==> config.mk <==
export PLATFORM = sky130hd
export DESIGN_NAME = watchdog_timer
export DESIGN_NICKNAME = d
export VERILOG_FILES = /design/src/shared/wd_pkg.sv /design/src/verilog/watchdog_timer.sv
export VERILOG_INCLUDE_DIRS = /design/src /design/src/shared
export SDC_FILE = /design/constraint.sdc
export NUM_CORES = 1
export LEC_CHECK = 0
export ABC_AREA = 1
export BUFFER_PORTS_ARGS = -buffer_cell sky130_fd_sc_hd__buf_2
export CAP_MARGIN = 20
export CORE_ASPECT_RATIO = 0.9
export CORE_MARGIN = 2
export CORE_UTILIZATION = 50
export DETAILED_ROUTE_END_ITERATION = 8
export GPL_ROUTABILITY_DRIVEN = 0
export HOLD_SLACK_MARGIN = 0.15
export PLACE_DENSITY = 0.81
export RECOVER_POWER = 100
export SKIP_LAST_GASP = 1
export SYNTH_ARGS = -nofsm -noshare
export SYNTH_HDL_FRONTEND = slang
export SYNTH_SLANG_ARGS = --single-unit
==> constraint.sdc <==
create_clock -name clk_sys -period 2.95 [get_ports clk_sys]
set_clock_uncertainty 0.05 [all_clocks]
set_input_delay 0.7375 -clock clk_sys [delete_from_list [all_inputs] [get_ports clk_sys]]
set_output_delay 0.7375 -clock clk_sys [all_outputs]
set_load 0.01 [all_outputs]
==> src/shared/wd_map.svh <==
`ifndef WD_MAP_SVH
`define WD_MAP_SVH
// register byte addresses
`define WD_ADDR_CTRL     3'h0
`define WD_ADDR_COUNT    3'h4
// control register values per reset source
`define WD_CTRL_HW       16'h001c
`define WD_CTRL_SW       16'h0004
`define WD_CTRL_WDT      16'h0006
// control register fields
`define WD_SEL_BIT       0
`define WD_OVF_BIT       1
`define WD_INIT_CLR_MSB  7
`define WD_INIT_CLR_LSB  1
`define WD_RELOAD_MSB    15
`define WD_RELOAD_LSB    8
// counter values
`define WD_COUNT_START   16'h0000
`define WD_COUNT_MAX     16'hffff
`define WD_LOW_BYTE      8'h00
// prescaler terminal counts: /2 and /128
`define WD_DIV_FAST      7'h01
`define WD_DIV_SLOW      7'h7f
`define WD_DIV_ZERO      7'h00
// internal reset sequence, 516 cycles counted 515 down to 0
`define WD_SEQ_LAST      10'h203
`define WD_SEQ_ZERO      10'h000
`endif

==> src/shared/wd_pkg.sv <==
package wd_pkg;
	typedef enum logic [1:0] {
		st_run,
		st_drain,
		st_seq
	} wd_state_e;
endpackage : wd_pkg

==> src/verilog/watchdog_timer.sv <==
// Contract
// - hardware reset loads control with 001C
// - software reset loads control with 0004
// - overflow reset loads control with 0006
// - end-of-init clears control bits 7..1
// - after reset count from zero, divide two
// - select bit set counts at divide 128
// - disable honoured only before init or service
// - counts only in run state unless disabled; holds while draining, zero during reset
// - overflow past FFFF starts reset, output low
// - overflow flag cleared by hardware reset, service
// - overflow lets bus cycle finish or aborts
// - bootstrap mode after hardware reset disables
// - service clears low byte, loads reload
// - after service count resumes from reload*256
// - malformed service traps, no servicing
// - period is 2^(1+6sel)*(65536-reload*256) cycles
// - 16-bit counter readable, not writable
// - control bit 0 selects divide two or 128
//
// Implementation choices: the Avalon-MM slave port and the address map.
`timescale 1ns/1ps
`include "wd_map.svh"
module watchdog_timer (
	// clock and reset
	input  wire logic        clk_sys,
	input  wire logic        rst,
	// avalon-mm slave
	input  wire logic [2:0]  avs_address,
	input  wire logic        avs_read,
	input  wire logic        avs_write,
	input  wire logic [3:0]  avs_byteenable,
	input  wire logic [31:0] avs_writedata,
	output logic      [31:0] avs_readdata,
	output logic             avs_waitrequest,
	// core command strobes
	input  wire logic        service_command,
	input  wire logic        command_format_ok,
	input  wire logic        disable_command,
	input  wire logic        end_of_init_command,
	input  wire logic        software_reset_command,
	output logic             protection_fault,
	// external bus status
	input  wire logic        ext_bus_active,
	input  wire logic        ext_bus_ready_mode,
	input  wire logic        ext_bus_ready_seen,
	output logic             bus_abort,
	// pins
	input  wire logic        external_reset_input_n,
	input  wire logic        bootstrap_loader_mode_n,
	output logic             reset_indication_output_n,
	output logic             internal_reset
);
	// ==========================================================
	// pin synchronisers
	logic pin_rst_m, pin_rst_s, pin_bsl_m, pin_bsl_s;
	always_ff @(posedge clk_sys or posedge rst) begin
		if (rst) begin
			pin_rst_m <= 1'b1;
			pin_rst_s <= 1'b1;
			pin_bsl_m <= 1'b1;
			pin_bsl_s <= 1'b1;
		end else begin
			pin_rst_m <= external_reset_input_n;
			pin_rst_s <= pin_rst_m;
			pin_bsl_m <= bootstrap_loader_mode_n;
			pin_bsl_s <= pin_bsl_m;
		end
	end

	// ==========================================================
	// watchdog core
	wd_pkg::wd_state_e state, next_state;
	logic [15:0] watchdog_control_register, next_ctrl;
	logic [15:0] watchdog_count_register, next_count;
	logic [6:0]  presc, next_presc;
	logic [9:0]  seq_cnt, next_seq_cnt;
	logic        enabled, next_enabled;
	logic        init_done, next_init_done;
	logic        hw_cause, next_hw_cause;
	logic        next_fault, next_abort;
	logic        tick, service_ok, overflow, fire, ctrl_wr;
	logic [31:0] next_readdata;
	logic        next_waitrequest;

	always_comb begin
		tick       = (presc == (watchdog_control_register[`WD_SEL_BIT] ? `WD_DIV_SLOW : `WD_DIV_FAST));
		service_ok = service_command && command_format_ok && (state == wd_pkg::st_run);
		overflow   = (state == wd_pkg::st_run) && enabled && tick && !service_ok && !software_reset_command
			&& (watchdog_count_register == `WD_COUNT_MAX);
		fire       = (state == wd_pkg::st_drain) &&
			(!ext_bus_active || (ext_bus_ready_mode && !ext_bus_ready_seen));
		ctrl_wr    = avs_write && !avs_waitrequest && (avs_address == `WD_ADDR_CTRL);
	end

	always_comb begin
		next_state     = state;
		next_ctrl      = watchdog_control_register;
		next_count     = watchdog_count_register;
		next_presc     = presc;
		next_seq_cnt   = seq_cnt;
		next_enabled   = enabled;
		next_init_done = init_done;
		next_hw_cause  = hw_cause;
		next_fault     = service_command && !command_format_ok && (state == wd_pkg::st_run);
		next_abort     = fire && ext_bus_active;
		if (!pin_rst_s) begin
			next_state    = wd_pkg::st_seq;
			next_ctrl     = `WD_CTRL_HW;
			next_seq_cnt  = `WD_SEQ_LAST;
			next_hw_cause = 1'b1;
			next_enabled  = 1'b0;
			next_count    = `WD_COUNT_START;
			next_presc    = `WD_DIV_ZERO;
			next_abort    = 1'b0;
		end else begin
			unique case (state)
				wd_pkg::st_run: begin
					if (ctrl_wr) begin
						if (avs_byteenable[1])
							next_ctrl[`WD_RELOAD_MSB:`WD_RELOAD_LSB] = avs_writedata[`WD_RELOAD_MSB:`WD_RELOAD_LSB];
						if (avs_byteenable[0])
							next_ctrl[`WD_SEL_BIT] = avs_writedata[`WD_SEL_BIT];
					end
					if (enabled)
						next_presc = tick ? `WD_DIV_ZERO : presc + 7'h01;
					if (enabled && tick)
						next_count = watchdog_count_register + 16'h0001;
					if (disable_command && !init_done)
						next_enabled = 1'b0;
					if (end_of_init_command) begin
						next_ctrl[`WD_INIT_CLR_MSB:`WD_INIT_CLR_LSB] = 7'h00;
						next_init_done = 1'b1;
					end
					if (service_ok) begin
						next_count = {watchdog_control_register[`WD_RELOAD_MSB:`WD_RELOAD_LSB],
							`WD_LOW_BYTE};
						next_presc = `WD_DIV_ZERO;
						next_ctrl[`WD_OVF_BIT] = 1'b0;
						next_init_done = 1'b1;
					end
					if (software_reset_command) begin
						next_state   = wd_pkg::st_seq;
						next_ctrl    = `WD_CTRL_SW;
						next_seq_cnt = `WD_SEQ_LAST;
						next_enabled = 1'b0;
					end else if (overflow)
						next_state = wd_pkg::st_drain;
				end
				wd_pkg::st_drain: begin
					if (fire) begin
						next_state   = wd_pkg::st_seq;
						next_ctrl    = `WD_CTRL_WDT;
						next_seq_cnt = `WD_SEQ_LAST;
						next_enabled = 1'b0;
					end
				end
				wd_pkg::st_seq: begin
					next_count = `WD_COUNT_START;
					next_presc = `WD_DIV_ZERO;
					if (seq_cnt != `WD_SEQ_ZERO)
						next_seq_cnt = seq_cnt - 10'h001;
					else begin
						next_state     = wd_pkg::st_run;
						next_enabled   = !(hw_cause && !pin_bsl_s);
						next_init_done = 1'b0;
						next_hw_cause  = 1'b0;
					end
				end
			endcase
		end
	end

	always_ff @(posedge clk_sys or posedge rst) begin
		if (rst) begin
			state                     <= wd_pkg::st_seq;
			watchdog_control_register <= `WD_CTRL_HW;
			watchdog_count_register   <= `WD_COUNT_START;
			presc                     <= `WD_DIV_ZERO;
			seq_cnt                   <= `WD_SEQ_LAST;
			enabled                   <= 1'b0;
			init_done                 <= 1'b0;
			hw_cause                  <= 1'b1;
			protection_fault          <= 1'b0;
			bus_abort                 <= 1'b0;
			reset_indication_output_n <= 1'b0;
			internal_reset            <= 1'b1;
		end else begin
			state                     <= next_state;
			watchdog_control_register <= next_ctrl;
			watchdog_count_register   <= next_count;
			presc                     <= next_presc;
			seq_cnt                   <= next_seq_cnt;
			enabled                   <= next_enabled;
			init_done                 <= next_init_done;
			hw_cause                  <= next_hw_cause;
			protection_fault          <= next_fault;
			bus_abort                 <= next_abort;
			reset_indication_output_n <= (next_state != wd_pkg::st_seq);
			internal_reset            <= (next_state == wd_pkg::st_seq);
		end
	end

	// ==========================================================
	// avalon slave: one wait cycle, then answer
	always_comb begin
		next_waitrequest = !((avs_read || avs_write) && avs_waitrequest);
		next_readdata    = avs_readdata;
		if (avs_read && avs_waitrequest) begin
			unique case (avs_address)
				`WD_ADDR_CTRL:  next_readdata = {16'h0000, watchdog_control_register};
				`WD_ADDR_COUNT: next_readdata = {16'h0000, watchdog_count_register};
				default:        next_readdata = 32'h0000_0000;
			endcase
		end
	end

	always_ff @(posedge clk_sys or posedge rst) begin
		if (rst) begin
			avs_waitrequest <= 1'b1;
			avs_readdata    <= 32'h0000_0000;
		end else begin
			avs_waitrequest <= next_waitrequest;
			avs_readdata    <= next_readdata;
		end
	end

	// ==========================================================
	// assertions
	property p_hw_value;
		@(posedge clk_sys) disable iff (rst)
		!pin_rst_s |=> (watchdog_control_register == `WD_CTRL_HW) && internal_reset;
	endproperty
	a_hw_value: assert property (p_hw_value) else $error("hardware reset value wrong");

	property p_sw_value;
		@(posedge clk_sys) disable iff (rst)
		(software_reset_command && state == wd_pkg::st_run && pin_rst_s)
			|=> (watchdog_control_register == `WD_CTRL_SW) && !reset_indication_output_n;
	endproperty
	a_sw_value: assert property (p_sw_value) else $error("software reset value wrong");

	property p_wdt_value;
		@(posedge clk_sys) disable iff (rst)
		(fire && pin_rst_s) |=> (watchdog_control_register == `WD_CTRL_WDT) && internal_reset;
	endproperty
	a_wdt_value: assert property (p_wdt_value) else $error("overflow reset value wrong");

	property p_end_of_init_command;
		@(posedge clk_sys) disable iff (rst)
		(end_of_init_command && state == wd_pkg::st_run && !software_reset_command && pin_rst_s)
			|=> (watchdog_control_register[`WD_INIT_CLR_MSB:`WD_INIT_CLR_LSB] == 7'h00);
	endproperty
	a_end_of_init_command: assert property (p_end_of_init_command) else $error("end of init left flags set");

	property p_start;
		@(posedge clk_sys) disable iff (rst)
		$fell(internal_reset) |-> (watchdog_count_register == `WD_COUNT_START) && (presc == `WD_DIV_ZERO);
	endproperty
	a_start: assert property (p_start) else $error("count not zero after reset");

	property p_div_slow;
		@(posedge clk_sys) disable iff (rst)
		(tick && watchdog_control_register[`WD_SEL_BIT] && enabled)
			|=> (!tick || !watchdog_control_register[`WD_SEL_BIT]) [*8];
	endproperty
	a_div_slow: assert property (p_div_slow) else $error("slow divider ticks too soon");

	property p_disable_locked;
		@(posedge clk_sys) disable iff (rst)
		(disable_command && init_done && state == wd_pkg::st_run && pin_rst_s && !software_reset_command)
			|=> enabled == $past(enabled);
	endproperty
	a_disable_locked: assert property (p_disable_locked) else $error("late disable took effect");

	property p_overflow;
		@(posedge clk_sys) disable iff (rst)
		(overflow && pin_rst_s) |=> (state == wd_pkg::st_drain);
	endproperty
	a_overflow: assert property (p_overflow) else $error("overflow not taken");

	property p_service;
		@(posedge clk_sys) disable iff (rst)
		(service_ok && !software_reset_command && pin_rst_s)
			|=> (watchdog_count_register ==
			{$past(watchdog_control_register[`WD_RELOAD_MSB:`WD_RELOAD_LSB]), `WD_LOW_BYTE})
			&& !watchdog_control_register[`WD_OVF_BIT];
	endproperty
	a_service: assert property (p_service) else $error("service did not reload");

	property p_abort;
		@(posedge clk_sys) disable iff (rst)
		(state == wd_pkg::st_drain && ext_bus_active && ext_bus_ready_mode && !ext_bus_ready_seen && pin_rst_s)
			|=> bus_abort ##1 !bus_abort;
	endproperty
	a_abort: assert property (p_abort) else $error("bus cycle not aborted");

	property p_fault;
		@(posedge clk_sys) disable iff (rst)
		(service_command && !command_format_ok && state == wd_pkg::st_run && pin_rst_s)
			|=> protection_fault && (watchdog_count_register !=
			{$past(watchdog_control_register[`WD_RELOAD_MSB:`WD_RELOAD_LSB]),
			`WD_LOW_BYTE} || $past(watchdog_count_register) + 16'h0001 == watchdog_count_register
			|| $past(watchdog_count_register) == watchdog_count_register);
	endproperty
	a_fault: assert property (p_fault) else $error("malformed service not trapped");

	c_overflow: cover property (@(posedge clk_sys) disable iff (rst) fire);
	c_service: cover property (@(posedge clk_sys) disable iff (rst) service_ok);
	c_disable: cover property (@(posedge clk_sys) disable iff (rst) disable_command && !init_done && enabled);
endmodule : watchdog_timer
==> flow_summary.ini <==
[status]
status = complete, no violations

[setup_path]
end_kind = flip-flop
cp.required_ns = 3.19
crit_top_cell = a21oi_1
crit_slowest_cell = nor3_1
worstPathArrival_ns = 2.65
cp_cell_sequence = inv_1 -> nor3_1 -> a21oi_1 -> a21oi_1
max_stage_delay_ns = 0.97
critPathLaunchType = flip-flop
worst-setup-path-type = flip-flop to flip-flop
crit_fanout = 16

[cells_and_area]
layout-drive-gt1-share_pct = 11.24
antenna_cells = 0
seq_area_um2 = 1893
fin_util_pct = 56.85
fill_cells = 764
mostFrequentLayoutCell = nand2_1
syn_to_final_growth_pct = 9.110
layout.nets = 669
multi_input_area_um2 = 1901
final_cell_mix = nand2_1, inv_1, dfrtp_1

[yosys]
synth_xor_area_share_pct = 1.445
seq_area_frac_synth_pct = 44.60
ys_ff_latch = 75
synthCells = 560
postSynthAreaPerCell_um2 = 7.579
syn_area_um2 = 4244
synthMuxAreaShare_pct = 0
synth-compound-area-share_pct = 10.79
synthDistinctLibCells = 37
yosysWarnings = 0
synth_fa_ha_area_share_pct = 2.064
synth_top_family_by_area = simple AND/OR/NAND/NOR gates
synthSimpleGateAreaFrac_pct = 29.51

[drt]
via_count = 3793
dr.pass1.iters = 5
viasPerCell = 5.320
drc = 0
drt_iter0_drc = 233
wl_per_cell_um = 13.51
wl_um = 9631
ant_nets = 0

[clock_network]
clock_latency_ns = 0.36
cts_tree = built
post_cts_resized = 0
hold_buffers = 0
cts.sinks = 75
h-tree-depth = 3
clkTransAtPathRegs_ns = 0.08
cts_setup_buffers = 0
clock_path_buffers = 2
root_buffer = clkbuf_8
numCtsBuffers = 9

[hold_path]
worst_hold_path_type = flip-flop to flip-flop

[sta]
drv_slew = 0
min_period_ns = 2.411
finalHoldViolCount = 0
grt_setup_unrepaired = no
fmax_mhz = 414.7
setup_viol = 0
relSlewSlack_pct = 19.33
worstMarginPinSlew_ns = 1.201
setup_tns_ns = 0
whs_ns = 0.3080
fin_crit_sh_pct = 81.74

[power]
peakVddDrop_v = 0.0003008
leakage_nw = 2.238
p_per_area_nw_per_um2 = 559.9

[place]
dpl.hpwl_um = 7163
port_buffers = 48

[die]
core_area_um2 = 8145
ios = 90
die_area_um2 = 9242
initial_utilization_pct = 52.10
num_rows = 31
die_x_um = 101.1
dieHeight_um = 91.41

[global_routing]
grt_pass1_vias = 3521
grt_pass1_wl_um = 16080
antenna_found_initial = 0
overflow = 0
grt_max_degree = 29
grt_use_total_pct = 21.81

[flow_run]
drv_cap = 0
-- cell type report --
| type | instances | area share, % |
|---|---|---|
| Clock buffer | 11 | 3.053 |
| Clock inverter | 5 | 0.8106 |
| Inverter | 77 | 6.242 |
| Multi-Input combinational cell | 393 | 41.04 |
| Sequential cell | 75 | 40.88 |
| Tap cell | 99 | 2.675 |
| Timing Repair Buffer | 53 | 5.296 |
-- worst paths after layout --
check | cells after the start | slack, ns | startpoint | endpoint
max in group asynchronous | 3 | 1.07 | rst | watchdog_control_register[11]$_DFFE_PP0P_
worst min-delay path | 0 | 0.31 | pin_bsl_m$_DFF_PP1_ | pin_bsl_s$_DFF_PP1_
worst max-delay path | 4 | 0.54 | pin_rst_s$_DFF_PP1_ | watchdog_control_register[0]$_DFFE_PP0P_
worst min register to register | 0 | 0.31 | pin_bsl_m$_DFF_PP1_ | pin_bsl_s$_DFF_PP1_
worst max register to register | 4 | 0.54 | pin_rst_s$_DFF_PP1_ | watchdog_control_register[0]$_DFFE_PP0P_
min in group asynchronous | 2 | 0.55 | rst | watchdog_count_register[5]$_DFFE_PP0P_
-- synthesized netlist by cell type --
cell / instances / area [µm²]
nor3_1: 12 / 60.06
clkbuf_1: 7 / 26.28
o31ai_1: 5 / 37.54
nand3_1: 53 / 265.3
inv_1: 74 / 277.8
clkinv_1: 1 / 3.750
xor2_1: 6 / 52.55
ha_1: 7 / 87.58
nor3_4: 1 / 16.27
nand2_1: 135 / 506.7
o21ai_2: 2 / 17.52
nor2_4: 3 / 33.78
o21ai_0: 40 / 200.2
nand3_2: 1 / 10.01
nand2_2: 2 / 12.51
a21oi_1: 10 / 50.05
nor2_2: 2 / 12.51
nor2_1: 53 / 198.9
nor3b_1: 3 / 22.52
inv_2: 2 / 7.510
buf_6: 2 / 22.52
dfrtp_1: 62 / 1551
and3_1: 1 / 6.260
or2_2: 1 / 6.260
dfstp_2: 13 / 341.6
o21ai_1: 6 / 30.03
a21oi_4: 1 / 16.27
nor4_1: 2 / 12.51
a31oi_1: 7 / 43.79
buf_2: 3 / 15.01
nand4_1: 9 / 56.30
nor3_2: 1 / 10.01
o22ai_1: 10 / 62.56
conb_1: 1 / 3.750
nand3b_1: 3 / 22.52
xnor2_1: 1 / 8.760
buf_4: 18 / 135.1
-- state kept, by name, indices dropped and copies added, names as in the netlist --
register,count
watchdog_count_register,16
pin_bsl_s,1
presc,7
bus_abort,1
seq_cnt,10
avs_readdata,16
state,2
pin_bsl_m,1
enabled,1
hw_cause,1
avs_waitrequest,1
reset_indication_output_n,1
internal_reset,1
init_done,1
protection_fault,1
pin_rst_s,1
pin_rst_m,1
watchdog_control_register,12
-- stage by stage --
step	total power [mW]	instances	setup slack [ns]	instance area, µm²
2_1_floorplan	1.722	575	0.2740	4300
3_3_place_gp	1.855	697	0.7920	4503
3_5_place_dp	1.890	697	0.7330	4503
4_1_cts	2.620	713	0.7340	4682
5_1_grt	2.746	713	0.2979	4631
6_report	2.593	713	0.5386	4631
-- worst max-delay path, delay by kind of cell, from the launching register on --
family	cells	cell delay, ns
AO/OA/AOI/OAI	2	0.32
buffers and inverters	1	0.27
flip-flops	1	0.73
AND/OR/NAND/NOR	1	0.97
-- power breakdown --
part | internal (mW) | leakage, nW | switching, mW
sequential | 1.16 | 0.979 | 0.0797
clock | 0.331 | 0.0859 | 0.399
combinational | 0.192 | 1.17 | 0.432
total | 1.68 | 2.24 | 0.911
-- cell families after synthesis --
kind of cell / after synthesis
buf+inv: 107
xor+xnor: 7
fa+ha+maj: 7
compound gates: 81
flops: 75
other cells: 1
simple gates: 282
-- metal layers --
| layer | up-vias | wire (µm) | track usage (%) |
|---|---|---|---|
| met4 | 0 | 177 | 7.320 |
| met5 | - | 0 | 0 |
| met1 | 1776 | 4331 | 28.54 |
| met3 | 20 | 536 | 5.312 |
| li1 | 1881 | - | - |
| met2 | 116 | 4585 | 35.26 |
Note: power is estimated with default switching activity, not from simulation.
